<file path="config.mk">
export PLATFORM = sky130hd
export DESIGN_NAME = ssrp_port
export DESIGN_NICKNAME = d
export VERILOG_FILES = /design/src/hw/ssrp_pkg.sv /design/src/hw/ssrp_sync.sv /design/src/hw/ssrp_port.sv
export SDC_FILE = /design/constraint.sdc
export NUM_CORES = 1
export LEC_CHECK = 0
export ABC_AREA = 1
export BUFFER_PORTS_ARGS = -buffer_cell sky130_fd_sc_hd__buf_2
export CORE_MARGIN = 1.5
export CORE_UTILIZATION = 59
export DETAILED_ROUTE_END_ITERATION = 6
export HOLD_SLACK_MARGIN = 0.05
export PLACE_DENSITY = 0.84
export REMOVE_ABC_BUFFERS = 1
export SLEW_MARGIN = 20
export SYNTH_ARGS = -nofsm -noshare
export SYNTH_HDL_FRONTEND = slang
export SYNTH_SLANG_ARGS = --single-unit
</file>
<file path="constraint.sdc">
create_clock -name core_clk -period 1.99 [get_ports core_clk]
set_clock_uncertainty 0.1 [all_clocks]
set_input_delay 0.398 -clock core_clk [delete_from_list [all_inputs] [get_ports core_clk]]
set_output_delay 0.398 -clock core_clk [all_outputs]
set_load 0.01 [all_outputs]
</file>
<file path="src/hw/ssrp_pkg.sv">
// shared constants and carrier types of the serial slave register port
package ssrp_pkg;

  // ==========================================================
  // clock and timing
  localparam int unsigned CORE_CLK_PERIOD_NS = 40;
  // least spacings asked of the far side and longest reply times of this port, in ns
  localparam int unsigned SEL_TO_FIRST_SCK_NS = 2 * CORE_CLK_PERIOD_NS;
  localparam int unsigned LAST_SCK_TO_DESEL_NS = 2 * CORE_CLK_PERIOD_NS;
  localparam int unsigned SEL_TO_MISO_VALID_NS = 4 * CORE_CLK_PERIOD_NS;
  localparam int unsigned DESEL_TO_MISO_HIZ_NS = 4 * CORE_CLK_PERIOD_NS;
  // least times round up, longest times round down
  localparam int unsigned SEL_TO_FIRST_SCK_CYC =
    (SEL_TO_FIRST_SCK_NS + CORE_CLK_PERIOD_NS - 1) / CORE_CLK_PERIOD_NS;
  localparam int unsigned LAST_SCK_TO_DESEL_CYC =
    (LAST_SCK_TO_DESEL_NS + CORE_CLK_PERIOD_NS - 1) / CORE_CLK_PERIOD_NS;
  localparam int unsigned SEL_TO_MISO_VALID_CYC = SEL_TO_MISO_VALID_NS / CORE_CLK_PERIOD_NS;
  localparam int unsigned DESEL_TO_MISO_HIZ_CYC = DESEL_TO_MISO_HIZ_NS / CORE_CLK_PERIOD_NS;

  // ==========================================================
  // serial mode, fixed: clock idles low, sample on first edge
  localparam logic CLOCK_POLARITY_SELECT = 1'h0;
  localparam logic CLOCK_PHASE_SELECT = 1'h0;

  // ==========================================================
  // widths and reset values
  localparam int unsigned SYNC_STAGES = 2;
  localparam int unsigned BYTE_W = 8;
  localparam int unsigned BIT_CNT_W = 3;
  localparam int unsigned FRAME_CNT_W = 16;
  localparam logic [BYTE_W-1:0] SHIFT_RST = 8'h00;
  localparam logic [BIT_CNT_W-1:0] BIT_CNT_RST = 3'h0;
  localparam logic [BIT_CNT_W-1:0] BIT_CNT_LAST = 3'h7;
  localparam logic [FRAME_CNT_W-1:0] FRAME_CNT_RST = 16'h0000;
  localparam logic MISO_IDLE = 1'h0;

  // ==========================================================
  // carrier types
  typedef struct packed {
    logic sck;
    logic sel_n;
    logic mosi;
  } ssrp_pins_t;

  typedef struct packed {
    logic [BYTE_W-1:0] data;
    logic valid;
  } ssrp_rx_t;

  typedef struct packed {
    logic start;
    logic done;
    logic partial;
  } ssrp_frame_ev_t;

  typedef enum logic [0:0] {
    SSRP_IDLE = 1'b0,
    SSRP_ACTIVE = 1'b1
  } ssrp_state_t;

endpackage : ssrp_pkg

</file>
<file path="src/hw/ssrp_sync.sv">
// two flip-flop synchroniser, one per bit
`timescale 1ns/100ps
module ssrp_sync #(
  parameter int unsigned WIDTH = 3
) (
  input wire logic core_clk,
  input wire logic rst,
  input wire logic [WIDTH-1:0] async_in,
  input wire logic [WIDTH-1:0] rst_val,
  output logic [WIDTH-1:0] sync_out
);
  import ssrp_pkg::*;

  logic [WIDTH-1:0] meta_r;
  logic [WIDTH-1:0] sync_r;

  // ==========================================================
  // per-bit stages; first stage feeds only the second
  genvar i;
  generate
    for (i = 0; i < WIDTH; i++) begin : g_bit
      always_ff @(posedge core_clk) begin
        if (rst) begin
          meta_r[i] <= rst_val[i];
          sync_r[i] <= rst_val[i];
        end else begin
          meta_r[i] <= async_in[i];
          sync_r[i] <= meta_r[i];
        end
      end
    end
  endgenerate

  assign sync_out = sync_r;

endmodule : ssrp_sync

</file>
<file path="src/hw/ssrp_port.sv">
// serial slave register port: mode zero byte engine sampled on the core clock
// ==========================================================
// What this block does
// - bytes come in on the data-in line, most significant bit first
// - reply bits go out on the data-out line, most significant bit first
// - data-out is released to high impedance while select is high
// - serial clock edges are ignored while select is high
// - select falling starts a transfer, select rising ends it
// - write-only synchronous transfers accepted up to core rate over four
// - data-out valid within four core periods after select falls
// - data-out released within four core periods after select rises
`timescale 1ns/100ps
module ssrp_port (
  input wire logic core_clk,
  input wire logic rst,
  input wire ssrp_pkg::ssrp_pins_t pins_in,
  output logic miso_out,
  output logic miso_oe_n,
  input wire logic [ssrp_pkg::BYTE_W-1:0] tx_data,
  output logic tx_take,
  output ssrp_pkg::ssrp_rx_t rx_out,
  output ssrp_pkg::ssrp_frame_ev_t frame_ev,
  output logic frame_active,
  output logic [ssrp_pkg::FRAME_CNT_W-1:0] frame_bytes
);
  import ssrp_pkg::*;

  // ==========================================================
  // pin synchronisation
  // master timing is ten core periods per bit, so two stages plus one
  // edge register still leave room before the next edge
  // write-only bursts at a quarter of the core rate still hold each
  // level two periods, so every edge is seen once; reply bits lag there
  ssrp_pins_t pins_s;
  ssrp_pins_t pins_rst_val;
  ssrp_pins_t pins_d_r;

  assign pins_rst_val = '{sck: 1'b0, sel_n: 1'b1, mosi: 1'b0};

  ssrp_sync #(
    .WIDTH(3)
  ) u_sync (
    .core_clk(core_clk),
    .rst(rst),
    .async_in(pins_in),
    .rst_val(pins_rst_val),
    .sync_out(pins_s)
  );

  always_ff @(posedge core_clk) begin
    if (rst) begin
      pins_d_r <= '{sck: 1'b0, sel_n: 1'b1, mosi: 1'b0};
    end else begin
      pins_d_r <= pins_s;
    end
  end

  // ==========================================================
  // edge decode
  // reset values match the idle pins, so no false edge follows reset
  wire sel_fall = pins_d_r.sel_n & ~pins_s.sel_n;
  wire sel_rise = ~pins_d_r.sel_n & pins_s.sel_n;
  wire selected = ~pins_s.sel_n;
  wire sck_rise_raw = ~pins_d_r.sck & pins_s.sck;
  wire sck_fall_raw = pins_d_r.sck & ~pins_s.sck;

  ssrp_state_t state_r;
  ssrp_state_t state_nxt;

  // clock edges count only inside a frame that has already started
  wire in_frame = (state_r == SSRP_ACTIVE) & selected;
  wire sck_rise = sck_rise_raw & in_frame;
  wire sck_fall = sck_fall_raw & in_frame;

  // ==========================================================
  // frame state
  always_comb begin
    state_nxt = state_r;
    unique case (state_r)
      SSRP_IDLE: begin
        if (sel_fall) begin
          state_nxt = SSRP_ACTIVE;
        end
      end
      SSRP_ACTIVE: begin
        if (!selected) begin
          state_nxt = SSRP_IDLE;
        end
      end
    endcase
  end

  always_ff @(posedge core_clk) begin
    if (rst) begin
      state_r <= SSRP_IDLE;
    end else begin
      state_r <= state_nxt;
    end
  end

  // ==========================================================
  // bit counter and receive shifter
  logic [BIT_CNT_W-1:0] bit_cnt_r;
  logic [BIT_CNT_W-1:0] bit_cnt_nxt;
  logic [BYTE_W-1:0] rx_shift_r;
  logic [BYTE_W-1:0] rx_shift_nxt;
  logic [BYTE_W-1:0] tx_shift_r;
  logic [BYTE_W-1:0] tx_shift_nxt;
  logic byte_end_r;

  wire byte_done = sck_rise & (bit_cnt_r == BIT_CNT_LAST);
  wire [BYTE_W-1:0] rx_assembled = {rx_shift_r[BYTE_W-2:0], pins_s.mosi};

  // deselect clears the bit counter and shifters so each frame opens on a byte boundary
  assign bit_cnt_nxt = !in_frame ? BIT_CNT_RST :
                       sck_rise ? bit_cnt_r + 3'h1 : bit_cnt_r;
  assign rx_shift_nxt = !in_frame ? SHIFT_RST :
                        sck_rise ? rx_assembled : rx_shift_r;

  // next reply byte is loaded at frame start and on the falling edge
  // that closes each byte; other falling edges shift left
  wire tx_load = sel_fall | (sck_fall & byte_end_r);
  assign tx_shift_nxt = tx_load ? tx_data :
                        !in_frame ? SHIFT_RST :
                        sck_fall ? {tx_shift_r[BYTE_W-2:0], 1'b0} : tx_shift_r;

  always_ff @(posedge core_clk) begin
    if (rst) begin
      bit_cnt_r <= BIT_CNT_RST;
      rx_shift_r <= SHIFT_RST;
      tx_shift_r <= SHIFT_RST;
    end else begin
      bit_cnt_r <= bit_cnt_nxt;
      rx_shift_r <= rx_shift_nxt;
      tx_shift_r <= tx_shift_nxt;
    end
  end

  // remembers that the last rising edge completed a byte
  always_ff @(posedge core_clk) begin
    if (rst) begin
      byte_end_r <= 1'b0;
    end else if (!in_frame) begin
      byte_end_r <= 1'b0;
    end else if (byte_done) begin
      byte_end_r <= 1'b1;
    end else if (sck_fall) begin
      byte_end_r <= 1'b0;
    end
  end

  // ==========================================================
  // data-out pin
  // registered straight from the shifter head: select to valid is
  // two sync stages plus one register, three core periods
  logic miso_r;
  logic miso_oe_n_r;

  wire miso_nxt = tx_load ? tx_data[BYTE_W-1] : tx_shift_nxt[BYTE_W-1];
  wire drive_nxt = (state_nxt == SSRP_ACTIVE);

  always_ff @(posedge core_clk) begin
    if (rst) begin
      miso_r <= MISO_IDLE;
      miso_oe_n_r <= 1'b1;
    end else begin
      miso_r <= drive_nxt ? miso_nxt : MISO_IDLE;
      miso_oe_n_r <= ~drive_nxt;
    end
  end

  assign miso_out = miso_r;
  assign miso_oe_n = miso_oe_n_r;

  // ==========================================================
  // user side: received bytes, reply load strobe, frame events
  ssrp_rx_t rx_r;
  ssrp_frame_ev_t ev_r;
  logic [FRAME_CNT_W-1:0] frame_bytes_r;

  // an opened frame ends on the deselect edge; a stray rise while idle
  // reports nothing
  wire frame_end = (state_r == SSRP_ACTIVE) & sel_rise;
  // a frame closed with bits still pending reports a partial byte
  wire partial_nxt = frame_end & (bit_cnt_r != BIT_CNT_RST);

  always_ff @(posedge core_clk) begin
    if (rst) begin
      rx_r <= '{data: SHIFT_RST, valid: 1'b0};
      ev_r <= '{start: 1'b0, done: 1'b0, partial: 1'b0};
      frame_bytes_r <= FRAME_CNT_RST;
    end else begin
      rx_r.valid <= byte_done;
      if (byte_done) begin
        rx_r.data <= rx_assembled;
      end
      ev_r.start <= sel_fall;
      ev_r.done <= frame_end;
      ev_r.partial <= partial_nxt;
      if (sel_fall) begin
        frame_bytes_r <= FRAME_CNT_RST;
      end else if (byte_done) begin
        frame_bytes_r <= frame_bytes_r + 16'h0001;
      end
    end
  end

  // tx_data is taken in the cycle tx_take is high
  // no stall: user logic must hold a reply byte ready whenever a load may fall
  assign tx_take = tx_load;
  assign rx_out = rx_r;
  assign frame_ev = ev_r;
  assign frame_active = (state_r == SSRP_ACTIVE);
  assign frame_bytes = frame_bytes_r;

endmodule : ssrp_port

</file>
Yosys cells after proc, flatten, opt, wreduce, memory -nomap -nowiden
Index checks and enable logic that the tools add are counted.

word-level totals
  register bits = 58
  input port bits = 13
  logic and storage cells = 59

cells by class
  add/subtract/negate cells = 2
  equality and inequality tests = 2
  mux-type cells = 9
  bitwise logic cells = 19
  reduce and logical (&&, ||, !) cells = 5

operator list
  operator                                        number
  two-way mux 8 bit                               3
  adder 16 x 1 -> 16 bit (second input constant)  1
  bitwise AND 1 bit                               11
  inverter 1 bit                                  7
  OR reduction 2 bit                              3
  two-way mux 1 bit                               5
  adder 3 x 1 -> 3 bit (second input constant)    1
  equality test 3 bit (second input constant)     1
  != test 3 x 1 -> 1 bit (second input constant)  1
  nonzero test 3 bit                              1
  case mux 1 bit (2 select lines)                 1
  nonzero test 2 bit                              1
  bitwise OR 1 bit                                1

Depth between registers and ports, before layout
Gate-level depths: netlist (run 1).

  word-level depth = 7
  gate-level depth with buffers = 8
  gate-level depth less buffers = 8

Hierarchy
Synthesis (run 1) repeated with hierarchy kept, for this count alone.

second synthesis, totals
  cell total of the unflattened synthesis = 332
  area total of the unflattened synthesis = 2,482.4 um2

modules (own cells, without submodules)
  module     times used  cells each  area an instance (um2)
  ssrp_port  1           310         2,302.2
  ssrp_sync  1           22          180.2

Worst setup path before layout (run 1)
No wires, ideal clock.

  path kind = register to output
  start point = register state_r (netlist: frame_active)
  end point = output port tx_take
  arrival time = 0.965 ns
  slack = 0.527 ns
  cell stages (with the launch flop) = 5
  cells stage by stage = dfxtp_1 inv_1 nor2_4 nand3_2 nand2_2

between the ends
  word-level cells in the longest chain between the ends = 4

RTL lines
  element                 line              source
  from (decl)             ssrp_port.sv:67   ssrp_state_t state_r;
  from (signal assigned)  ssrp_port.sv:97   state_r <= state_nxt;
  bitwise AND 1 bit       ssrp_port.sv:71   wire in_frame = (state_r == SSRP_ACTIVE) & selected;
  bitwise AND 1 bit       ssrp_port.sv:73   wire sck_fall = sck_fall_raw & in_frame;
  bitwise AND 1 bit       ssrp_port.sv:122  wire tx_load = sel_fall | (sck_fall & byte_end_r);
  bitwise OR 1 bit        ssrp_port.sv:122
  to (decl)               ssrp_port.sv:20   output logic tx_take,

Every way passes these cells.

Worst setup path in the final report (run 1)
Ends and elaborated chain as after synthesis.

==> out/qor.yml, run 1 <==
clock_network:
  cts_tree: "done"
  htree_levels: 3
  cts.path.max_buffers: 2
  numCtsBuffers: 9
  clk_pin_slew_ns: 0.06
  post_cts_buffers: 0
  ctsHoldBuffers: 0
  numClockSinks: 58
  root_buffer: "clkbuf_8"
  insertion_delay_ns: 0.33
sta:
  period_share: 0.942
  setup_violations: 0
  fmax_mhz: 534
  period_needed_ns: 1.87
  slew_headroom: 0.764
  worst_pin_slew_ns: 0.353
  tns_ns: 0
  drv_slew: 0
  hold_viol: 0
  rsz0062_at_grt: "no"
setup_path:
  crit_arrival_ns: 1.38
  critical_path_class: "register to output pin"
  crit_chain: "inv_1 -> nor2_4 -> nand3_2 -> nand2_4 -> buf_2"
  timing.rr.start: "pins_d_r[2]$_SDFF_PP0_"
  max_stage_delay_ns: 0.38
  crit_fanout: 8
  crit_slowest_cell: "dfxtp_2"
  crit_required_ns: 1.49
  crit_path_start_kind: "register"
  rr_endpoint: "frame_bytes[11]$_SDFFE_PP0P_"
  rrSetupSlack_ns: 0.44
  reg2reg_depth: 8
  cp-end-kind: "output pin"
drt:
  vias: 2139
  wl_per_cell_um: 11.4
  drc: 0
  ant_nets: 0
  dr.first_iter.drc_count: 107
  finalWirelength_mm: 4.86
  first_pass_iters: 4
  via_per_inst: 5.03
place:
  routabilityCongestion: 0.856
  dp_hpwl_mm: 3.37
  post_dp_cell_area_mm2: 0.00272
  portBuffers: 44
global_route:
  grt_antenna_before_repair: 0
  overflow: 0
  grt_util_all_layers: 0.239
  grt_pass1_wl_mm: 8.21
  first_global_vias: 2000
  grt_max_degree: 19
layout:
  final_cell_mix: "nand2_1, dfxtp_1, nor2_1, buf_2, inv_1"
  utilization: 0.723
  syn_to_final_growth_pct: 17.7
  final_common_cell: "nand2_1"
  diodes: 0
  final_layout_size_suffix_gt1_frac: 0.219
  stdcell_area_mm2: 0.00289
  layout.nets: 387
floorplan:
  die_height_um: 67.5
  die_width_um: 67.5
  core-area_mm2: 0.00400
  row_count: 23
  io_pins: 45
  dieArea_mm2: 0.00456
  start_util: 0.614
power:
  design_power_total_uw: 2160
  power_density_mw_per_mm2: 749
  p_leak_uw: 0.00134
  ir_worst_vdd_mv: 0.565
outcome:
  status: "finished, final reports clean"
yosys:
  synthCells: 319
  yosys_warnings: 0
  ys_types: 29
  syn_area_mm2: 0.00245
  synth.avg_cell_area_um2: 7.70
  synth-seq-area-share: 0.473
  synth-seq-cells: 58
worst_hold_path:
  holdPathEnd: "u_sync.meta_r[1]$_SDFF_PP1_"
  worstHoldPathType: "input pin to register"
  hp-start: "pins_in[1]"
  min_path_cells: 2
job:
  maxCapViolCount: 0
metal layers:
layer / track usage / routed length, um
met3: 0.0533 / 218
met2: 0.404 / 2250
met1: 0.283 / 2300
met5: 0 / 0
met4: 0.122 / 95
cells in the mapped netlist:
| cell type | n | area (um^2) |
|---|---|---|
| nand2_1 | 63 | 236 |
| dfxtp_1 | 58 | 1160 |
| nor2_1 | 51 | 191 |
| inv_1 | 35 | 131 |
| a21oi_1 | 24 | 120 |
| o21ai_0 | 22 | 110 |
| nand4_1 | 12 | 75.1 |
| nand3_1 | 10 | 50.1 |
| clkbuf_1 | 4 | 15.0 |
| ha_1 | 4 | 50.1 |
| inv_2 | 4 | 15.0 |
| nand3b_1 | 4 | 30.0 |
| nor3_1 | 4 | 20.0 |
| nand2_4 | 3 | 33.8 |
| nor2_4 | 3 | 33.8 |
| nor2_8 | 3 | 60.1 |
| buf_6 | 2 | 22.5 |
| or2_2 | 2 | 12.5 |
| a21boi_0 | 1 | 7.51 |
| a21boi_1 | 1 | 7.51 |
| buf_4 | 1 | 7.51 |
| nand2_2 | 1 | 6.26 |
| nand3_2 | 1 | 10.0 |
| nand4_2 | 1 | 12.5 |
| nor2_2 | 1 | 6.26 |
| o21ai_1 | 1 | 5.00 |
| o22ai_1 | 1 | 6.26 |
| xnor2_1 | 1 | 8.76 |
| xor2_1 | 1 | 8.76 |
worst max-delay path by stage:
stage / from / endpoint / slack (ns) / cells after the start
after floorplan: frame_active$_SDFF_PP0_ / tx_take / 0.53 / 4
after global placement: u_sync.sync_out[1]$_SDFF_PP1_ / tx_take / 0.41 / 4
after detailed placement: frame_active$_SDFF_PP0_ / tx_take / 0.35 / 5
after CTS: frame_active$_SDFF_PP0_ / tx_take / 0.003 / 5
after global routing: frame_active$_SDFF_PP0_ / tx_take / 0.03 / 5
final: frame_active$_SDFF_PP0_ / tx_take / 0.12 / 5
final cells by class:
class,instances,area [um^2]
clock buffer,13,149
clock inverter,3,15.0
fill,331,1110
inverter,39,146
multi-input combinational,215,1110
sequential,58,1160
tap,50,62.6
timing repair buffer,47,243
metrics by stage:
step	setup WS, ns	cells	hold WS [ns]
after detailed placement	0.353	409	0.297
after CTS	0.00294	425	0.143
after global placement	0.411	409	0.290
after global routing	0.0314	425	0.147
after floorplan	0.527	312	0.288
final	0.116	425	0.148
repair_timing:
item	in CTS	in global routing
resized for setup	0	4
hold endpoints to repair	0	0
endpoints found under the setup margin	0	1
logic make-up (layout without fill, tap and decap cells):
group	after synthesis	in the layout	synth area share
simple gates	159	159	0.317
compound gates	50	50	0.104
xor+xnor	2	2	0.00714
flops	58	58	0.473
fa+ha+maj	4	4	0.0204
buf+inv	46	102	0.0780
worst max-delay path, delay by kind of cell (launching register included):
family	cells	cell delay [ns]
flip-flops	1	0.38
buffers and inverters	2	0.22
AND/OR/NAND/NOR	3	0.45
flip-flops by register name, indices dropped and copies added (netlist names):
| register | cells |
|---|---|
| pins_d_r | 2 |
| rx_out | 9 |
| frame_bytes | 16 |
| miso_out | 1 |
| frame_active | 1 |
| u_sync.meta_r | 3 |
| miso_oe_n | 1 |
| byte_end_r | 1 |
| rx_shift_r | 7 |
| frame_ev | 3 |
| bit_cnt_r | 3 |
| tx_shift_r | 8 |
| u_sync.sync_out | 3 |
power breakdown:
part           switching, uW  total [uW]  internal [uW]
Combinational           46.4        73.2           26.8
Clock                    431         912            480
Sequential              6.43        1180           1170
No activity file was read; power rests on OpenSTA's default activity.
==> run 2, diff against run 1 <==
CELL_PAD_IN_SITES_DETAIL_PLACEMENT = 2   (was not set)
CELL_PAD_IN_SITES_GLOBAL_PLACEMENT = 2   (was not set)
CORE_UTILIZATION = 33   (was 59)
PLACE_DENSITY = not set   (was 0.84)
PLACE_DENSITY_LB_ADDON = 0.1   (was not set)
==> run 2 against run 1 <==
Compared with the run above:
- routed wire length increased by 36%
- cell count increased by 12%
- clock-buffer cell count decreased by 1
- critical path depth unchanged
- core utilization decreased by 30 points
- power increased by 10%
- via count increased by 6.6%
- clock power increased by 24%
- register-to-register slack got worse by 0.02 ns
- maximum frequency about the same
- worst hold slack got worse by 0.00091 ns
- critical endpoint unchanged
- largest cell class unchanged
- largest power group unchanged
- highest routed layer unchanged
==> out/qor.yml, run 2 (synthesized netlist as in run 1, its figures left out) <==
outcome:
  status: "finished, final reports clean"
sta:
  rsz0062_at_grt: "no"
  drv_slew: 0
  period_share: 0.943
  slew_headroom: 0.742
  fmax_mhz: 533
  period_needed_ns: 1.88
  tns_ns: 0
  worst_pin_slew_ns: 0.386
  setup_violations: 0
  hold_viol: 0
layout:
  final_cell_mix: "nand2_1, dfxtp_1, nor2_1, buf_2, inv_1"
  final_layout_size_suffix_gt1_frac: 0.228
  fillers: 897
  syn_to_final_growth_pct: 22.7
  diodes: 0
  stdcell_area_mm2: 0.00301
  final_common_cell: "nand2_1"
  layout.nets: 390
  largest_reg_flops: 16
global_route:
  first_global_vias: 2334
  grt_antenna_before_repair: 0
  grt-busiest-layer: "met2"
  grt_pass1_wl_mm: 11.1
  met1_usage: 0.225
  grt_max_degree: 19
  grt_util_all_layers: 0.184
  overflow: 0
  met3_usage: 0.0342
  grtUsageMet2: 0.323
power:
  p_int_uw: 1850
  power_density_mw_per_mm2: 792
  p_seq_frac: 0.494
  power_frac_clock: 0.472
  pwr-share-comb: 0.034
  p_leak_uw: 0.00136
  sw_frac_of_total: 0.226
  p_sw_uw: 539
  ir_worst_vdd_mv: 0.382
clock_network:
  numCtsBuffers: 9
  cts.path.max_buffers: 2
  ctsHoldBuffers: 0
  root_buffer: "clkbuf_8"
  numClockSinks: 58
  insertion_delay_ns: 0.33
  htree_levels: 3
  cts_tree: "done"
  clk_pin_slew_ns: 0.07
drt:
  wl_per_cell_um: 13.8
  drc: 0
  dr.first_iter.drc_count: 31
  first_pass_iters: 4
  via_per_inst: 4.78
  ant_nets: 0
  finalWirelength_mm: 6.60
  vias: 2281
setup_path:
  critical_path_class: "register to output pin"
  max_stage_delay_ns: 0.37
  crit_slowest_cell: "dfxtp_2"
  crit_required_ns: 1.49
  cp-end-kind: "output pin"
  crit_arrival_ns: 1.38
  path_delay_family: "simple AND/OR/NAND/NOR gates"
  critPathBufInv: 2
  crit_fanout: 8
  reg2reg_depth: 6
  path_depth: 5
  crit_path_start_kind: "register"
  crit_chain: "inv_1 -> nor2_4 -> nand3_2 -> nand2_4 -> buf_2"
floorplan:
  core-area_mm2: 0.00721
  row_count: 31
  dieArea_mm2: 0.00797
  io_pins: 45
  die_width_um: 89.3
  start_util: 0.340
  die_height_um: 89.3
job:
  maxCapViolCount: 0
place:
  routabilityCongestion: 0.742
  post_dp_cell_area_mm2: 0.00280
  portBuffers: 44
  dp_hpwl_mm: 4.85
worst_hold_path:
  worstHoldPathType: "input pin to register"
  min_path_cells: 2
==> run 2: worst paths after layout <==
| kind | slack [ns] | start | to |
|---|---|---|---|
| worst max-delay path | 0.11 | frame_active$_SDFF_PP0_ | tx_take |
| worst min-delay path | 0.15 | pins_in[1] | u_sync.meta_r[1]$_SDFF_PP1_ |
| worst max register to register | 0.42 | bit_cnt_r[0]$_SDFFE_PP0P_ | rx_out[6]$_SDFFE_PP0P_ |
| worst min register to register | 0.31 | u_sync.meta_r[0]$_SDFF_PP0_ | u_sync.sync_out[0]$_SDFF_PP0_ |
==> run 2: per-layer routing <==
layer | up-vias | wire length (um)
met3 | 9 | 180
met2 | 34 | 3380
met1 | 1107 | 2930
met5 | - | 0
li1 | 1131 | -
met4 | 0 | 106
==> run 2: repair_timing <==
| item | CTS | global route |
|---|---|---|
| setup endpoints to repair | 1 | 1 |
| gates resized for setup | 1 | 2 |
| setup buffers | 0 | 0 |
| gates cloned | 0 | 0 |
==> run 2: area by class of cell <==
| cell class | count | area [um^2] | share of cell area |
|---|---|---|---|
| clock buffers | 12 | 155 | 0.0515 |
| clock inverters | 4 | 50.0 | 0.0166 |
| inverters | 39 | 146 | 0.0486 |
| multi-input cells | 215 | 1110 | 0.368 |
| flip-flops and latches | 58 | 1160 | 0.386 |
| well taps | 99 | 124 | 0.0411 |
| repair buffers | 50 | 265 | 0.0880 |
==> run 2: metrics by stage <==
| step | setup WS, ns | total power (uW) | utilization | hold WS (ns) | cells |
|---|---|---|---|---|---|
| after floorplan | 0.527 | 1240 | - | 0.288 | 312 |
| after global placement | 0.391 | 1280 | 0.388 | 0.292 | 461 |
| after detailed placement | 0.362 | 1290 | 0.388 | 0.302 | 461 |
| after CTS | 0.0182 | 2430 | 0.417 | 0.132 | 477 |
| after global routing | 0.0104 | 2480 | 0.418 | 0.146 | 477 |
| final | 0.114 | 2390 | 0.418 | 0.147 | 477 |
==> run 2: power by group through the flow <==
| stage | clock (uW) | sequential (uW) | combinational, uW |
|---|---|---|---|
| after floorplan | 0 | 1200 | 38.8 |
| after global placement | 0 | 1200 | 78.9 |
| after detailed placement | 0 | 1210 | 83.1 |
| after CTS | 1170 | 1180 | 84.2 |
| after global routing | 1210 | 1180 | 93.3 |
| final | 1130 | 1180 | 81.5 |
==> run 2: worst register-to-register path: stages (launching register included) <==
cell and delay [ns]:
dfxtp_1 0.34, ha_1 0.16, ha_1 0.21, inv_1 0.12, nor2_8 0.21, nand2_1 0.16
o21ai_0 0.19
==> run 3, diff against run 2 <==
MAX_ROUTING_LAYER = met4   (was not set)
==> run 3 against run 2 <==
Compared with the run above:
- die area unchanged
- cell area unchanged
- maximum frequency up 0.31%
- sequential power about the same
- critical path depth unchanged
- core utilization unchanged
- via count up 0.18%
- non-clock buffer count unchanged
- clock power about the same
- first-iteration DRC count up 19%
- worst hold slack better by 0.00085 ns
- critical path type unchanged
==> out/qor.yml, run 3 (synthesized netlist as in run 1, its figures left out) <==
outcome:
  status: "finished, final reports clean"
clock_network:
  ctsHoldBuffers: 0
  clk_pin_slew_ns: 0.07
  cts_tree: "done"
  root_buffer: "clkbuf_8"
  htree_levels: 3
  numCtsBuffers: 9
  cts.path.max_buffers: 2
  post_cts_buffers: 0
  numClockSinks: 58
  insertion_delay_ns: 0.33
floorplan:
  io_pins: 45
  row_count: 31
  dieArea_mm2: 0.00797
  core-area_mm2: 0.00721
  die_width_um: 89.3
  start_util: 0.340
  die_height_um: 89.3
place:
  dp_hpwl_mm: 4.85
  pre_cts_slack_ns: 0.362
  portBuffers: 44
  routabilityCongestion: 0.751
setup_path:
  crit_fanout: 8
  crit_chain: "inv_1 -> nor2_4 -> nand3_2 -> nand2_4 -> buf_2"
  max_stage_delay_ns: 0.37
  critical_path_class: "register to output pin"
  crit_start: "frame_active$_SDFF_PP0_"
  timing.rr.start: "pins_d_r[2]$_SDFF_PP0_"
  crit_path_start_kind: "register"
  crit_path_end: "tx_take"
  crit_arrival_ns: 1.37
  crit_slowest_cell: "dfxtp_2"
  cp-end-kind: "output pin"
  rrSetupSlack_ns: 0.41
  rr_endpoint: "frame_bytes[13]$_SDFFE_PP0P_"
  reg2reg_depth: 8
  crit_required_ns: 1.49
worst_hold_path:
  min_path_cells: 2
  worstHoldPathType: "input pin to register"
sta:
  hold_viol: 0
  worst_pin_slew_ns: 0.388
  drv_slew: 0
  postLayoutSetupSlackWorst_ns: 0.120
  setup_violations: 0
  period_share: 0.940
  slew_headroom: 0.740
  period_needed_ns: 1.87
  fmax_mhz: 535
  rsz0062_at_grt: "no"
  tns_ns: 0
layout:
  final_layout_size_suffix_gt1_frac: 0.228
  largest_reg_flops: 16
  diodes: 0
  utilization: 0.418
  syn_to_final_growth_pct: 22.7
  final_common_cell: "nand2_1"
  regArea_mm2: 0.00116
  multi_input_area_mm2: 0.00111
  layout.nets: 390
  fillers: 897
  final_cell_mix: "nand2_1, dfxtp_1, nor2_1, buf_2, inv_1"
global_route:
  overflow: 0
  grt_util_all_layers: 0.190
  grt_max_degree: 19
  grt_pass1_wl_mm: 11.0
  first_global_vias: 2334
  grt_antenna_before_repair: 0
drt:
  first_pass_iters: 4
  vias: 2285
  dr.first_iter.drc_count: 37
  drc: 0
  ant_nets: 0
  via_per_inst: 4.79
  finalWirelength_mm: 6.61
  wl_per_cell_um: 13.9
power:
  power_density_mw_per_mm2: 792
  p_leak_uw: 0.00136
  ir_worst_vdd_mv: 0.382
  p_sw_uw: 538
  p_seq_frac: 0.494
  sw_frac_of_total: 0.226
  p_int_uw: 1850
  pwr-share-comb: 0.034
  power_frac_clock: 0.471
job:
  maxCapViolCount: 0
## run 3: cell counts in the layout (fill, tap and decap cells not counted)
Identical to the previous run, type by type.
## run 3: worst min path at each step
stage / from / to / slack [ns]
floorplan: u_sync.meta_r[0]$_SDFF_PP0_ / u_sync.sync_out[0]$_SDFF_PP0_ / 0.29
global placement: u_sync.meta_r[0]$_SDFF_PP0_ / u_sync.sync_out[0]$_SDFF_PP0_ / 0.29
detailed placement: u_sync.meta_r[0]$_SDFF_PP0_ / u_sync.sync_out[0]$_SDFF_PP0_ / 0.30
CTS: pins_in[1] / u_sync.meta_r[1]$_SDFF_PP1_ / 0.13
global route: pins_in[1] / u_sync.meta_r[1]$_SDFF_PP1_ / 0.15
finish: pins_in[1] / u_sync.meta_r[1]$_SDFF_PP1_ / 0.15
## run 3: stage by stage
stage                     area [um^2]  hold WS, ns  power [uW]  std cells
after floorplan                  2410        0.288        1240        312
after global placement           2800        0.292        1280        461
after detailed placement         2800        0.302        1290        461
after CTS                        3010        0.132        2430        477
after global routing             3010        0.146        2480        477
final                            3010        0.147        2380        477
## run 3: final cells by class
type	count	share of cell area
sequential	58	0.386
inverter	39	0.0486
tap	99	0.0411
timing repair buffer	50	0.0880
clock buffer	12	0.0515
clock inverter	4	0.0166
multi-input combinational	215	0.368
## run 3: power groups by stage
stage               clock network (uW)  registers, uW  logic, uW
floorplan                            0           1200       38.8
global placement                     0           1200       78.9
detailed placement                   0           1210       83.1
CTS                               1170           1180       84.2
global route                      1210           1180       93.3
finish                            1120           1180       81.7
## run 3: what timing repair did
| action | CTS | global route |
|---|---|---|
| resized for setup | 1 | 2 |
| setup endpoints to repair | 1 | 1 |
| endpoints found under the hold margin | 0 | 0 |
## run 3: critical path: cells and delay by family, from the launching register on
family	cells	cell delay, ns
flip-flops	1	0.37
buffers and inverters	2	0.22
AND/OR/NAND/NOR	3	0.45
## run 3: metal layers
| metal | global-route usage | vias up | part of all wire |
|---|---|---|---|
| met1 | 0.225 | 1107 | 0.44 |
| met5 | - | - | 0 |
| met3 | 0.0342 | 9 | 0.031 |
| met4 | 0.0671 | 0 | 0.016 |
| met2 | 0.321 | 37 | 0.51 |
| li1 | - | 1132 | - |
